### config.mk
export PLATFORM = sky130hd
export DESIGN_NAME = ddr3_controller_end_flat
export DESIGN_NICKNAME = d
export VERILOG_FILES = /design/src/rtl/ddr3_timing_pkg.sv /design/src/rtl/ddr3_link_if.sv /design/src/rtl/ddr3_controller_end.sv /design/src/flat_wrapper.sv
export SDC_FILE = /design/constraint.sdc
export NUM_CORES = 1
export LEC_CHECK = 0
export BUFFER_PORTS_ARGS = -buffer_cell sky130_fd_sc_hd__buf_2
export CAP_MARGIN = 20
export CORE_MARGIN = 4
export CORE_UTILIZATION = 60
export CTS_CLUSTER_DIAMETER = 150
export DETAILED_ROUTE_END_ITERATION = 10
export HOLD_SLACK_MARGIN = 0.15
export PLACE_DENSITY = 0.81
export SLEW_MARGIN = 0
export SYNTH_ARGS = -nofsm -noshare
export SYNTH_HDL_FRONTEND = slang
export SYNTH_SLANG_ARGS = --single-unit
### constraint.sdc
create_clock -name mclk -period 22.4 [get_ports mclk]
set_clock_uncertainty 0.2 [all_clocks]
set_input_delay 3.36 -clock mclk [delete_from_list [all_inputs] [get_ports mclk]]
set_output_delay 3.36 -clock mclk [all_outputs]
set_load 0.1 [all_outputs]
### src/rtl/ddr3_timing_pkg.sv
// Purpose: Shared constants, types and helpers for both ends of the link
// Assumes: One 20 MHz clock; one link cycle carries two 16-bit beats
// Notes: Times are held in ps and turned into cycle counts here
//
// What this block does
// - Read to same-bank precharge waits four cycles.
// - Write data end to read waits.
// - Mode sets spaced four cycles apart.
// - Mode set update delay before other commands.
// - Column commands spaced four cycles apart.
// - Auto-precharge write blocks bank activate.
// - Multipurpose register change needs recovery.
// - Activates spaced by activate delay.
// - At most four activates per window.
// - Read strobe preamble before first edge.
// - Read strobe postamble before release.
// - Controller write strobe preamble and postamble.
// - Read strobe driven at latency minus one.
// - Read strobe released at latency plus four.
package ddr3_timing_pkg;
	// ----------------------------------------
	// Link shape and command fields
	// ----------------------------------------
	localparam int BANKS = 8;
	localparam int BANK_W = 3;
	localparam int ADDR_W = 13;
	localparam int DATA_W = 32;
	localparam int BURST_LENGTH = 8;
	localparam int BURST_CYCLES = BURST_LENGTH / 2;
	localparam int BEAT_W = 2;
	localparam int HIST_DEPTH = 20;
	localparam int TIMER_W = 10;
	localparam int FAW_SLOTS = 4;
	localparam int MEM_WORDS = BANKS * BURST_CYCLES;
	localparam int LATENCY_LSB = 0;
	localparam int RECOVERY_LSB = 4;
	localparam int LOOP_RESET_BIT = 8;
	localparam int PATTERN_ENABLE_BIT = 2;
	localparam int AUTO_PRECHARGE_BIT = 10;
	localparam logic [3:0] READ_LATENCY_RESET = 4'h6;
	localparam logic [3:0] WRITE_RECOVERY_RESET = 4'h5;
	localparam int WRITE_LATENCY = 5;
	localparam logic [DATA_W-1:0] MULTI_PURPOSE_REGISTER_PATTERN = 32'h00ff_00ff;

	typedef enum logic [2:0] {
		cmd_nop, cmd_activate, cmd_read, cmd_write, cmd_precharge, cmd_mode_set, cmd_pattern
	} cmd_type;

	// ----------------------------------------
	// Timing, printed figures then cycle counts
	// ----------------------------------------
	localparam int CLK_PERIOD_PS = 50000;

	// Least times round up to whole cycles
	function automatic int cycles_up(input int ps);
		return (ps + CLK_PERIOD_PS - 1) / CLK_PERIOD_PS;
	endfunction

	function automatic int max_of(input int a, input int b);
		return (a > b) ? a : b;
	endfunction

	localparam int READ_TO_PRECHARGE_DELAY_PS = 7500;
	localparam int READ_TO_PRECHARGE_DELAY_CYCLES = max_of(4, cycles_up(READ_TO_PRECHARGE_DELAY_PS));
	localparam int WRITE_TO_READ_TURNAROUND_PS = 7500;
	localparam int WRITE_TO_READ_TURNAROUND_CYCLES = max_of(4, cycles_up(WRITE_TO_READ_TURNAROUND_PS));
	localparam int MODE_SET_CYCLE_TIME_CYCLES = 4;
	localparam int MODE_SET_UPDATE_DELAY_PS = 15000;
	localparam int MODE_SET_UPDATE_DELAY_CYCLES = max_of(12, cycles_up(MODE_SET_UPDATE_DELAY_PS));
	localparam int COLUMN_TO_COLUMN_DELAY_CYCLES = 4;
	localparam int MULTIPURPOSE_REG_RECOVERY_CYCLES = 1;
	localparam int ACTIVATE_TO_ACTIVATE_DELAY_PS = 6000;
	localparam int ACTIVATE_TO_ACTIVATE_DELAY_CYCLES = max_of(4, cycles_up(ACTIVATE_TO_ACTIVATE_DELAY_PS));
	localparam int FOUR_ACTIVATE_WINDOW_PS = 35000;
	localparam int FOUR_ACTIVATE_WINDOW_CYCLES = cycles_up(FOUR_ACTIVATE_WINDOW_PS);
	localparam int LOOP_LOCK_TIME_CYCLES = 512;
	localparam int WRITE_RECOVERY_TIME_PS = 15000;
	localparam int WRITE_RECOVERY_TIME_CYCLES = cycles_up(WRITE_RECOVERY_TIME_PS);
	localparam int PRECHARGE_PERIOD_PS = 15000;
	localparam int PRECHARGE_PERIOD_CYCLES = cycles_up(PRECHARGE_PERIOD_PS);
	localparam int STROBE_PREAMBLE_TENTHS = 9;
	localparam int STROBE_PREAMBLE_CYCLES = (STROBE_PREAMBLE_TENTHS + 9) / 10;

	// Timer loads: a timer loaded with N-1 lets the next command go N cycles later
	localparam logic [TIMER_W-1:0] RTP_LOAD = TIMER_W'(READ_TO_PRECHARGE_DELAY_CYCLES - 1);
	localparam logic [TIMER_W-1:0] WTR_LOAD =
		TIMER_W'(WRITE_LATENCY + BURST_CYCLES + WRITE_TO_READ_TURNAROUND_CYCLES - 1);
	localparam logic [TIMER_W-1:0] WREC_LOAD =
		TIMER_W'(WRITE_LATENCY + BURST_CYCLES + WRITE_RECOVERY_TIME_CYCLES - 1);
	localparam logic [TIMER_W-1:0] MRD_LOAD = TIMER_W'(MODE_SET_CYCLE_TIME_CYCLES - 1);
	localparam logic [TIMER_W-1:0] MOD_LOAD = TIMER_W'(MODE_SET_UPDATE_DELAY_CYCLES - 1);
	localparam logic [TIMER_W-1:0] CCD_LOAD = TIMER_W'(COLUMN_TO_COLUMN_DELAY_CYCLES - 1);
	localparam logic [TIMER_W-1:0] MPRR_LOAD = TIMER_W'(MULTIPURPOSE_REG_RECOVERY_CYCLES - 1);
	localparam logic [TIMER_W-1:0] RRD_LOAD = TIMER_W'(ACTIVATE_TO_ACTIVATE_DELAY_CYCLES - 1);
	localparam logic [TIMER_W-1:0] FAW_LOAD = TIMER_W'(FOUR_ACTIVATE_WINDOW_CYCLES - 1);
	localparam logic [TIMER_W-1:0] DLL_LOAD = TIMER_W'(LOOP_LOCK_TIME_CYCLES - 1);
	localparam logic [TIMER_W-1:0] WR_BUSY_LOAD = TIMER_W'(WRITE_LATENCY + BURST_CYCLES);

	function automatic logic [TIMER_W-1:0] timer_step(input logic [TIMER_W-1:0] t);
		return (t == '0) ? t : t - 1'b1;
	endfunction

	// Bank lockout after an auto-precharge write, counted from the command
	function automatic logic [TIMER_W-1:0] autoprecharge_write_total(input logic [3:0] wr);
		return TIMER_W'(WRITE_LATENCY + BURST_CYCLES + int'(wr) + PRECHARGE_PERIOD_CYCLES - 1);
	endfunction
endpackage

### src/rtl/ddr3_link_if.sv
`timescale 1ns/100ps
// Purpose: Command, data and strobe wires between the two ends
// Assumes: Each two-way pin is split into controller and device copies, each with its own enable
// Notes: Strobe complement is left to the pads
interface ddr3_link_if;
	import ddr3_timing_pkg::*;
	cmd_type cmd;
	logic [BANK_W-1:0] bank;
	logic [ADDR_W-1:0] addr;
	logic [DATA_W-1:0] dq_ctl;
	logic dq_ctl_oe_n;
	logic dqs_ctl;
	logic dqs_ctl_oe_n;
	logic [DATA_W-1:0] dq_dev;
	logic dq_dev_oe_n;
	logic dqs_dev;
	logic dqs_dev_oe_n;

	modport controller (
		output cmd, bank, addr, dq_ctl, dq_ctl_oe_n, dqs_ctl, dqs_ctl_oe_n,
		input dq_dev, dq_dev_oe_n, dqs_dev, dqs_dev_oe_n
	);
	modport device (
		input cmd, bank, addr, dq_ctl, dq_ctl_oe_n, dqs_ctl, dqs_ctl_oe_n,
		output dq_dev, dq_dev_oe_n, dqs_dev, dqs_dev_oe_n
	);
endinterface

### src/rtl/ddr3_controller_end.sv
`timescale 1ns/100ps
// Purpose: Controller end: spaces commands, drives write bursts, takes reads
// Assumes: User holds a request until ready; one write burst in flight
// Notes: Ready is combinational from timer state and the request
module ddr3_controller_end import ddr3_timing_pkg::*; (
	input logic mclk,
	input logic rst,
	ddr3_link_if.controller link,
	input logic req_valid,
	input cmd_type req_cmd,
	input logic [BANK_W-1:0] req_bank,
	input logic [ADDR_W-1:0] req_addr,
	input logic [BURST_CYCLES*DATA_W-1:0] req_wdata,
	output logic req_ready,
	output logic rd_valid,
	output logic [DATA_W-1:0] rd_data,
	output logic loop_locked
);
	logic [BANKS-1:0][TIMER_W-1:0] rtp, next_rtp, wrec, next_wrec, dal, next_dal;
	logic [FAW_SLOTS-1:0][TIMER_W-1:0] faw, next_faw;
	logic [TIMER_W-1:0] wtr, next_wtr, mrd, next_mrd, mod, next_mod;
	logic [TIMER_W-1:0] ccd, next_ccd, rrd, next_rrd, mprr, next_mprr;
	logic [TIMER_W-1:0] dll, next_dll, wr_left, next_wr_left;
	logic [3:0] write_recovery, next_write_recovery;
	logic next_loop_locked;
	logic [2:0] faw_busy;
	logic issue;
	cmd_type next_cmd;
	logic [BANK_W-1:0] next_bank;
	logic [ADDR_W-1:0] next_addr;
	logic [BURST_CYCLES*DATA_W-1:0] wbuf, next_wbuf;
	logic [HIST_DEPTH-1:0] wr_hist, next_wr_hist;
	logic [DATA_W-1:0] next_dq;
	logic next_dq_oe_n, next_dqs, next_dqs_oe_n, next_rd_valid;
	logic [DATA_W-1:0] next_rd_data;

	// ----------------------------------------
	// Command gate
	// ----------------------------------------
	// Stalling here is cheaper than letting the memory see a bad spacing
	always_comb begin
		faw_busy = '0;
		for (int s = 0; s < FAW_SLOTS; s++) begin
			if (faw[s] != '0) begin
				faw_busy = faw_busy + 3'h1;
			end
		end
		req_ready = (mprr == '0);
		if (req_cmd != cmd_mode_set && mod != '0) begin
			req_ready = 1'b0;
		end
		case (req_cmd)
			cmd_activate: begin
				if (rrd != '0) begin
					req_ready = 1'b0;
				end
				if (faw_busy == 3'(FAW_SLOTS)) begin
					req_ready = 1'b0;
				end
				if (dal[req_bank] != '0) begin
					req_ready = 1'b0;
				end
			end
			cmd_read: begin
				if (ccd != '0 || wtr != '0 || dll != '0) begin
					req_ready = 1'b0;
				end
			end
			cmd_write: begin
				// Only one burst buffered, so a write waits for the last to leave
				if (ccd != '0 || dll != '0 || wr_left != '0) begin
					req_ready = 1'b0;
				end
			end
			cmd_precharge: begin
				if (rtp[req_bank] != '0) begin
					req_ready = 1'b0;
				end
				if (wrec[req_bank] != '0) begin
					req_ready = 1'b0;
				end
			end
			cmd_mode_set: begin
				if (mrd != '0) begin
					req_ready = 1'b0;
				end
			end
			cmd_pattern: begin
				req_ready = req_ready;
			end
			default: begin
				req_ready = req_ready;
			end
		endcase
	end

	assign issue = req_valid && req_ready;

	// ----------------------------------------
	// Spacing timers
	// ----------------------------------------
	always_comb begin
		logic placed;
		placed = 1'b0;
		for (int b = 0; b < BANKS; b++) begin
			next_rtp[b] = timer_step(rtp[b]);
			next_wrec[b] = timer_step(wrec[b]);
			next_dal[b] = timer_step(dal[b]);
		end
		for (int s = 0; s < FAW_SLOTS; s++) begin
			next_faw[s] = timer_step(faw[s]);
		end
		next_wtr = timer_step(wtr);
		next_mrd = timer_step(mrd);
		next_mod = timer_step(mod);
		next_ccd = timer_step(ccd);
		next_rrd = timer_step(rrd);
		next_mprr = timer_step(mprr);
		next_dll = timer_step(dll);
		next_wr_left = timer_step(wr_left);
		next_write_recovery = write_recovery;
		if (issue) begin
			case (req_cmd)
				cmd_activate: begin
					next_rrd = RRD_LOAD;
					for (int s = 0; s < FAW_SLOTS; s++) begin
						if (!placed && faw[s] == '0) begin
							next_faw[s] = FAW_LOAD;
							placed = 1'b1;
						end
					end
				end
				cmd_read: begin
					next_rtp[req_bank] = RTP_LOAD;
					next_ccd = CCD_LOAD;
				end
				cmd_write: begin
					next_ccd = CCD_LOAD;
					next_wtr = WTR_LOAD;
					next_wrec[req_bank] = WREC_LOAD;
					next_wr_left = WR_BUSY_LOAD;
					if (req_addr[AUTO_PRECHARGE_BIT]) begin
						next_dal[req_bank] = autoprecharge_write_total(write_recovery);
					end
				end
				cmd_mode_set: begin
					next_mrd = MRD_LOAD;
					next_mod = MOD_LOAD;
					next_write_recovery = req_addr[RECOVERY_LSB +: 4];
					if (req_addr[LOOP_RESET_BIT]) begin
						next_dll = DLL_LOAD;
					end
				end
				cmd_pattern: begin
					next_mprr = MPRR_LOAD;
				end
				default: begin
					placed = 1'b0;
				end
			endcase
		end
		next_loop_locked = (next_dll == '0);
	end

	// Loop lock is assumed lost at reset
	always_ff @(posedge mclk or posedge rst) begin
		if (rst) begin
			rtp <= '0;
			wrec <= '0;
			dal <= '0;
			faw <= '0;
			wtr <= '0;
			mrd <= '0;
			mod <= '0;
			ccd <= '0;
			rrd <= '0;
			mprr <= '0;
			dll <= DLL_LOAD;
			wr_left <= '0;
			write_recovery <= WRITE_RECOVERY_RESET;
			loop_locked <= 1'b0;
		end else begin
			rtp <= next_rtp;
			wrec <= next_wrec;
			dal <= next_dal;
			faw <= next_faw;
			wtr <= next_wtr;
			mrd <= next_mrd;
			mod <= next_mod;
			ccd <= next_ccd;
			rrd <= next_rrd;
			mprr <= next_mprr;
			dll <= next_dll;
			wr_left <= next_wr_left;
			write_recovery <= next_write_recovery;
			loop_locked <= next_loop_locked;
		end
	end

	// ----------------------------------------
	// Link drive and read capture
	// ----------------------------------------
	// Tap k of the next history is output in cycle k after the link command
	always_comb begin
		next_cmd = issue ? req_cmd : cmd_nop;
		next_bank = issue ? req_bank : link.bank;
		next_addr = issue ? req_addr : link.addr;
		next_wbuf = (issue && req_cmd == cmd_write) ? req_wdata : wbuf;
		next_wr_hist = {wr_hist[HIST_DEPTH-2:0], issue && req_cmd == cmd_write};
		next_dqs_oe_n = 1'b1;
		next_dqs = 1'b0;
		next_dq_oe_n = 1'b1;
		next_dq = '0;
		for (int k = 0; k < HIST_DEPTH; k++) begin
			if (next_wr_hist[k] && k >= WRITE_LATENCY - STROBE_PREAMBLE_CYCLES && k < WRITE_LATENCY) begin
				next_dqs_oe_n = 1'b0;
			end
			if (next_wr_hist[k] && k >= WRITE_LATENCY && k < WRITE_LATENCY + BURST_CYCLES) begin
				// Low half of the last cycle is the postamble before release
				next_dqs_oe_n = 1'b0;
				next_dqs = 1'b1;
				next_dq_oe_n = 1'b0;
				next_dq = next_wbuf[(k - WRITE_LATENCY)*DATA_W +: DATA_W];
			end
		end
		// Source-synchronous: the memory's own strobe marks each read word
		next_rd_valid = !link.dqs_dev_oe_n && link.dqs_dev;
		next_rd_data = next_rd_valid ? link.dq_dev : rd_data;
	end

	always_ff @(posedge mclk or posedge rst) begin
		if (rst) begin
			link.cmd <= cmd_nop;
			link.bank <= '0;
			link.addr <= '0;
			wbuf <= '0;
			wr_hist <= '0;
			link.dqs_ctl_oe_n <= 1'b1;
			link.dqs_ctl <= 1'b0;
			link.dq_ctl_oe_n <= 1'b1;
			link.dq_ctl <= '0;
			rd_valid <= 1'b0;
			rd_data <= '0;
		end else begin
			link.cmd <= next_cmd;
			link.bank <= next_bank;
			link.addr <= next_addr;
			wbuf <= next_wbuf;
			wr_hist <= next_wr_hist;
			link.dqs_ctl_oe_n <= next_dqs_oe_n;
			link.dqs_ctl <= next_dqs;
			link.dq_ctl_oe_n <= next_dq_oe_n;
			link.dq_ctl <= next_dq;
			rd_valid <= next_rd_valid;
			rd_data <= next_rd_data;
		end
	end
endmodule

### src/flat_wrapper.sv
// flat-port wrapper written by rule: the top's interface ports become plain ports
module ddr3_controller_end_flat import ddr3_timing_pkg::*;
  (mclk, rst, req_valid, req_cmd, req_bank, req_addr, req_wdata, req_ready, rd_valid, rd_data, loop_locked, link_cmd, link_bank, link_addr, link_dq_ctl, link_dq_ctl_oe_n, link_dqs_ctl, link_dqs_ctl_oe_n, link_dq_dev, link_dq_dev_oe_n, link_dqs_dev, link_dqs_dev_oe_n);
  ddr3_link_if link_i ();
  input logic mclk;
  input logic rst;
  input logic req_valid;
  input cmd_type req_cmd;
  input logic [BANK_W-1:0] req_bank;
  input logic [ADDR_W-1:0] req_addr;
  input logic [BURST_CYCLES*DATA_W-1:0] req_wdata;
  output logic req_ready;
  output logic rd_valid;
  output logic [DATA_W-1:0] rd_data;
  output logic loop_locked;
  output wire logic [$bits(link_i.cmd)-1:0] link_cmd;
  output wire logic [$bits(link_i.bank)-1:0] link_bank;
  output wire logic [$bits(link_i.addr)-1:0] link_addr;
  output wire logic [$bits(link_i.dq_ctl)-1:0] link_dq_ctl;
  output wire logic [$bits(link_i.dq_ctl_oe_n)-1:0] link_dq_ctl_oe_n;
  output wire logic [$bits(link_i.dqs_ctl)-1:0] link_dqs_ctl;
  output wire logic [$bits(link_i.dqs_ctl_oe_n)-1:0] link_dqs_ctl_oe_n;
  input wire logic [$bits(link_i.dq_dev)-1:0] link_dq_dev;
  input wire logic [$bits(link_i.dq_dev_oe_n)-1:0] link_dq_dev_oe_n;
  input wire logic [$bits(link_i.dqs_dev)-1:0] link_dqs_dev;
  input wire logic [$bits(link_i.dqs_dev_oe_n)-1:0] link_dqs_dev_oe_n;
  assign link_cmd = link_i.cmd;
  assign link_bank = link_i.bank;
  assign link_addr = link_i.addr;
  assign link_dq_ctl = link_i.dq_ctl;
  assign link_dq_ctl_oe_n = link_i.dq_ctl_oe_n;
  assign link_dqs_ctl = link_i.dqs_ctl;
  assign link_dqs_ctl_oe_n = link_i.dqs_ctl_oe_n;
  assign link_i.dq_dev = link_dq_dev;
  assign link_i.dq_dev_oe_n = link_dq_dev_oe_n;
  assign link_i.dqs_dev = link_dqs_dev;
  assign link_i.dqs_dev_oe_n = link_dqs_dev_oe_n;
  ddr3_controller_end u_core (.mclk(mclk), .rst(rst), .link(link_i), .req_valid(req_valid), .req_cmd(req_cmd), .req_bank(req_bank), .req_addr(req_addr), .req_wdata(req_wdata), .req_ready(req_ready), .rd_valid(rd_valid), .rd_data(rd_data), .loop_locked(loop_locked));
endmodule
### Yosys cells after proc, flatten, opt, wreduce, memory -nomap -nowiden

Cells that the tools add are included.

* flip-flop bits (word level): 588
* input bits: 185

* add/sub/neg operators: 42
* order comparisons: 2
* equality and inequality tests: 8
* multiplexer cells: 117
* bitwise logic cells: 6
* reductions and logical operators: 69

Operators with widths (count)
* $mux 10: 61
* $mux 80: 7
* $logic_not 10->1: 37
* $sub 10x1->10 const B: 36
* $reduce_bool 10->1: 14
* $and 64x64->64: 2
* $mux 128: 1
* $mux 32: 4
* $not 64->64: 2
* $bmux 10 s3: 3
* $bwmux 80: 1
* $mux 40: 2
* $mux 1: 32
* $or 16x16->16: 2
* $demux 10 s3: 1
* $eq 3x3->1 const B: 4
* $mux 3: 4
* $add 10x2->10 const B: 1
* $sub 10x2->10 const B: 1
* $logic_and 1x1->1: 8
* $add 3x1->3 const B: 2
* $eq 3x2->1 const B: 2
* $add 4x4->5 const A: 1
* $pmux 1 s5: 1
* other kinds (9): 15

### Depth between registers and ports, before layout

* word-level depth: 29
* gate-level depth with buffers: 20
* gate-level depth less buffers: 17

### Worst setup path after synthesis

OpenSTA, ideal clock, no wires.

* path kind: input to output
* start point: input req_bank[0]
* end point: output req_ready
* arrival time: 5.593 ns
* required time: 18.840 ns
* slack: 13.247 ns
* stages: 9
* path buffers: 3
* cell sequence: clkbuf_1 -> clkbuf_1 -> buf_1 -> a211oi_1 -> o21ai_0 -> nand3_1 -> nor4_1 -> a311oi_1 -> inv_1

* word-level cells in the longest chain between the ends: 6
* elaborated cells between the ends (all ways): 13
* classes of those cells: mux (10); reduce/logical (3)

RTL lines
* start, declared: RTL line flat_wrapper.sv:9 `input logic [BANK_W-1:0] req_bank;`
* $bmux 10 s3: RTL line ddr3_controller_end.sv:76 `if (rtp[req_bank] != '0) begin`
* $mux 10 (implied by the code): RTL line ddr3_controller_end.sv:76
* $reduce_bool 10->1: RTL line ddr3_controller_end.sv:76
* $mux 1: RTL line ddr3_controller_end.sv:76
* $mux 1: RTL line ddr3_controller_end.sv:79 `if (wrec[req_bank] != '0) begin`
* $pmux 1 s5 *: RTL line ddr3_controller_end.sv:52 `case (req_cmd)`
* end, declared: RTL line flat_wrapper.sv:12 `output logic req_ready;`

Mark *: on every way between the ends. The rest lies on a longest branch, timed or not. The select of a mux whose other input is x is not followed.

### Worst setup path after layout

Same ends and word-level chain as after synthesis.

==> summary.txt <==
Global route
  – Total Routing Usage GR: 25.18%
  – Vias in the first global route: about 21000
  – GR Layer Usage met2: approximately 43%
  – Met3 Track Usage GR: 3.915%
  – First-pass GRT wire length: about 100000 µm
  – Congestion Overflow GR: 0
  – Gr busiest metal: met2
  – Met1 Usage GRT: ~33%
  – Initial antenna violation count: 5
  – Largest net degree at the start of global routing: 184

Critical path
  – Crit-path cells: buf_2 -> buf_4 -> mux2i_1 -> o211ai_1 -> nor4_1 -> nand4_1 -> nor4_1 -> a311oi_1 -> buf_4 -> inv_1 -> buf_2
  – Slowest cell delay on critical path: 0.48 ns
  – CP required: 18.84 ns
  – CP arrival: 6.20 ns
  – Worst setup EP type: output pin
  – Crit path max-delay cell type: buf_4
  – Worst R2R End: u_core.rtp[44]
  – Worst R2R Path Depth: 14
  – CP Max Fanout: 46
  – Reg2Reg Setup Slack: 16.73 ns
  – R2R Path Start: u_core.faw[0]
  – Critical Path Source Type: input port
  – Critical path class: in2out

Synth
  – Sequential share of the synthesized area: between 50% and 60%
  – Cell with the most instances after synthesis: dfrtp_1
  – Post-synthesis simple-gate area fraction: about 18%
  – Post-synth EDFFs: 0
  – Mux cell area share after synthesis: between 10% and 20%
  – YS warnings: 0
  – Synth unique cells: slightly below 70
  – Post-Synth Adder-Cell Area: 2.049%
  – Mapped Cells: 2610
  – Share of the synthesized area in the top cell type: 51.23%
  – Top post-synthesis cells by area: dfrtp_1 51%, nor2_1 4.7%, xnor2_1 4.2%, mux2_2 3.8%, mux2_4 3.2%
  – Post-synth top area cell: dfrtp_1
  – Synth cell count leaders: 575 x dfrtp_1, 352 x nor2_1, 193 x nand2_1, 140 x nor3_1, 136 x xnor2_1
  – Avg Inst Size Synth: 10.76 µm²
  – Synth Cell Area: 28090 µm²
  – Dominant synthesized flop cell: dfrtp_1
  – Complex-gate fraction of the synthesized area: 7.279%
  – Syn Nets: 2841
  – FFs w/ async S/R, synth: 100.0%
  – Largest family of logic cells by synthesized area: simple AND/OR/NAND/NOR gates
  – Seq cells post-synth: 588
  – Synth Area in XOR/XNOR: 5.893%

Placement
  – HPWL after DPL: ~43000 µm
  – Number of port buffers: 272
  – GP Congestion: 0.8583
  – Placed inst area: between 20000 and 30000 µm²

Floorplanning
  – Starting density of the core: 60.46%
  – Row count: between 70 and 80
  – Die W: 224.4 µm
  – Core area: around 46000 µm²
  – Die H: about 220 µm
  – # IOs: 274
  – Die area: 50340 µm²

Route
  – Router iterations before antenna repair: 5
  – # DRC: 0
  – Antenna viol nets, final: 0
  – WL per Instance: ~18 µm
  – DR vias: 20860
  – Total Routed Length: 64090 µm
  – Routed vias/inst: 5.889
  – First DRT Iteration DRCs: 1536

STA
  – Worst slew pin tran: 1.119 ns
  – Maximum clock rate: approximately 100 MHz
  – Setup TNS Final: 0 ns
  – RSZ-0062 raised after global routing: no
  – Final hold slack: 0.1500 ns
  – Relative slew margins: 25.43%
  – Hold Violations, Final: 0
  – Min Tclk post-route: between 9 and 10 ns
  – Pins Over Slew Limit: 0
  – Final setup fails: 0
  – Final worst-path cycle share: between 40% and 50%

Clocking
  – Reg clk slew, reported paths: ~0.060 ns
  – CTS max path bufs: 3
  – CTS tree: done
  – Cts hold-fix bufs: 0
  – Worst-Skew Late Latency: about 0.62 ns
  – CTS sink cnt: 588
  – H-tree depth: 2
  – Clock Root Buffer: clkbuf_16
  – Total CTS buffers: 60
  – # Post-CTS Setup Buffers: 0
  – Cts repair resizes: 0

Finish
  – Area grow syn2layout: 14.23%
  – Design area: 32080 µm²
  – Post-layout net count: 3114
  – Filler Cells Inserted: about 3300
  – Layout cells sized above 1: around a fifth

Min path
  – Hold depth: 0
  – Hold path start: u_core.wr_hist[0]
  – Min-Delay Endpoint: u_core.wr_hist[1]
  – Hold crit path type: reg2reg

Pwr
  – Leakage power total: 14.21 nW
  – Pwr Density: 89.92 nW/µm²
  – Max rail drop VDD: 0.00008080 V

Status
  – Status: finished, final reports clean

Run
  – Max Cap Violations: 0
## where the power goes
| part | leakage, nW | switching (mW) | internal (mW) |
|---|---|---|---|
| clock | 1.02 | 0.415 | 0.619 |
| combinational | 6.11 | 0.275 | 0.187 |
| sequential | 7.08 | 0.164 | 1.23 |
## sequential cells by signal, summed over array words and instances (netlist names), 3 cells and up
name                   count
u_core.wbuf              128
u_core.link.addr          13
u_core.wtr                10
u_core.rrd                10
u_core.dll                10
u_core.dal                80
u_core.mprr               10
u_core.faw                40
u_core.mod                10
u_core.wr_left            10
u_core.ccd                10
u_core.link.cmd            3
u_core.wrec               80
u_core.link.dq_ctl        32
u_core.mrd                10
u_core.rd_data            32
u_core.rtp                80
u_core.link.bank           3
u_core.write_recovery      4
u_core.wr_hist             8
## final cells by class
class	count	area, µm²	share of cell area, %
timing repair buffer	286	1521	4.742
clock buffer	85	1777	5.538
sequential	588	14730	45.91
inverter	103	394.1	1.228
clock inverter	25	299.0	0.9320
tap	607	759.5	2.367
antenna	5	12.51	0.03900
multi-input combinational	1844	12590	39.24
## worst max path at each step
stage / slack [ns] / end / start / cells after the start
5_1_grt: 12.62 / req_ready / req_bank[0] / 11
3_5_place_dp: 12.74 / req_ready / req_bank[0] / 11
3_3_place_gp: 12.73 / req_ready / req_bank[0] / 11
6_report: 12.64 / req_ready / req_bank[0] / 11
2_1_floorplan: 2.41 / u_core.ccd[0] / rst / 1
4_1_cts: 12.73 / req_ready / req_bank[0] / 11
## cell families after synthesis
| group | after synthesis |
|---|---|
| AND/OR/NAND/NOR | 1045 |
| flip-flops | 588 |
| AO/OA/AOI/OAI | 297 |
| multiplexers | 267 |
| XOR/XNOR | 189 |
| buffers and inverters | 178 |
| adder cells (fa/ha/maj) | 46 |
## through the flow
step / utilization (%) / power, mW / instances / setup WS, ns
after floorplan: - / 1.733 / 2610 / 2.407
after global placement: 64.50 / 1.823 / 3426 / 12.73
after detailed placement: 64.50 / 1.859 / 3426 / 12.74
after CTS: 68.97 / 2.903 / 3536 / 12.73
after global routing: 69.06 / 3.028 / 3543 / 12.62
final: 69.06 / 2.885 / 3543 / 12.64
## metal layers
layer,share of wire [%],wire (µm),up-vias
met5,0,0,-
met4,3.0,1940,0
met3,5.8,3695,154
met2,49,31720,695
met1,42,26740,10270
li1,-,-,9744
## worst max-delay path, delay by kind of cell
| kind | cells | cell delay, ns |
|---|---|---|
| multiplexers | 1 | 0.40 |
| buffers and inverters | 5 | 1.22 |
| AND/OR/NAND/NOR | 3 | 0.90 |
| AO/OA/AOI/OAI | 2 | 0.27 |
## cells in the final DEF (no fill, tap or decap), types with 37 or more instances in the layout
master,count
clkbuf_16,61
mux2_4,59
mux2i_1,69
nor4_1,85
xor2_1,53
xnor2_1,136
nor3_1,140
buf_2,272
mux2_1,44
dfrtp_1,575
a21oi_1,97
nand3_1,37
or3_1,47
inv_1,102
nor2_1,352
nand2_1,193
ha_1,46
mux2_2,95
o21ai_0,65
(Power assumes the default switching activity.)
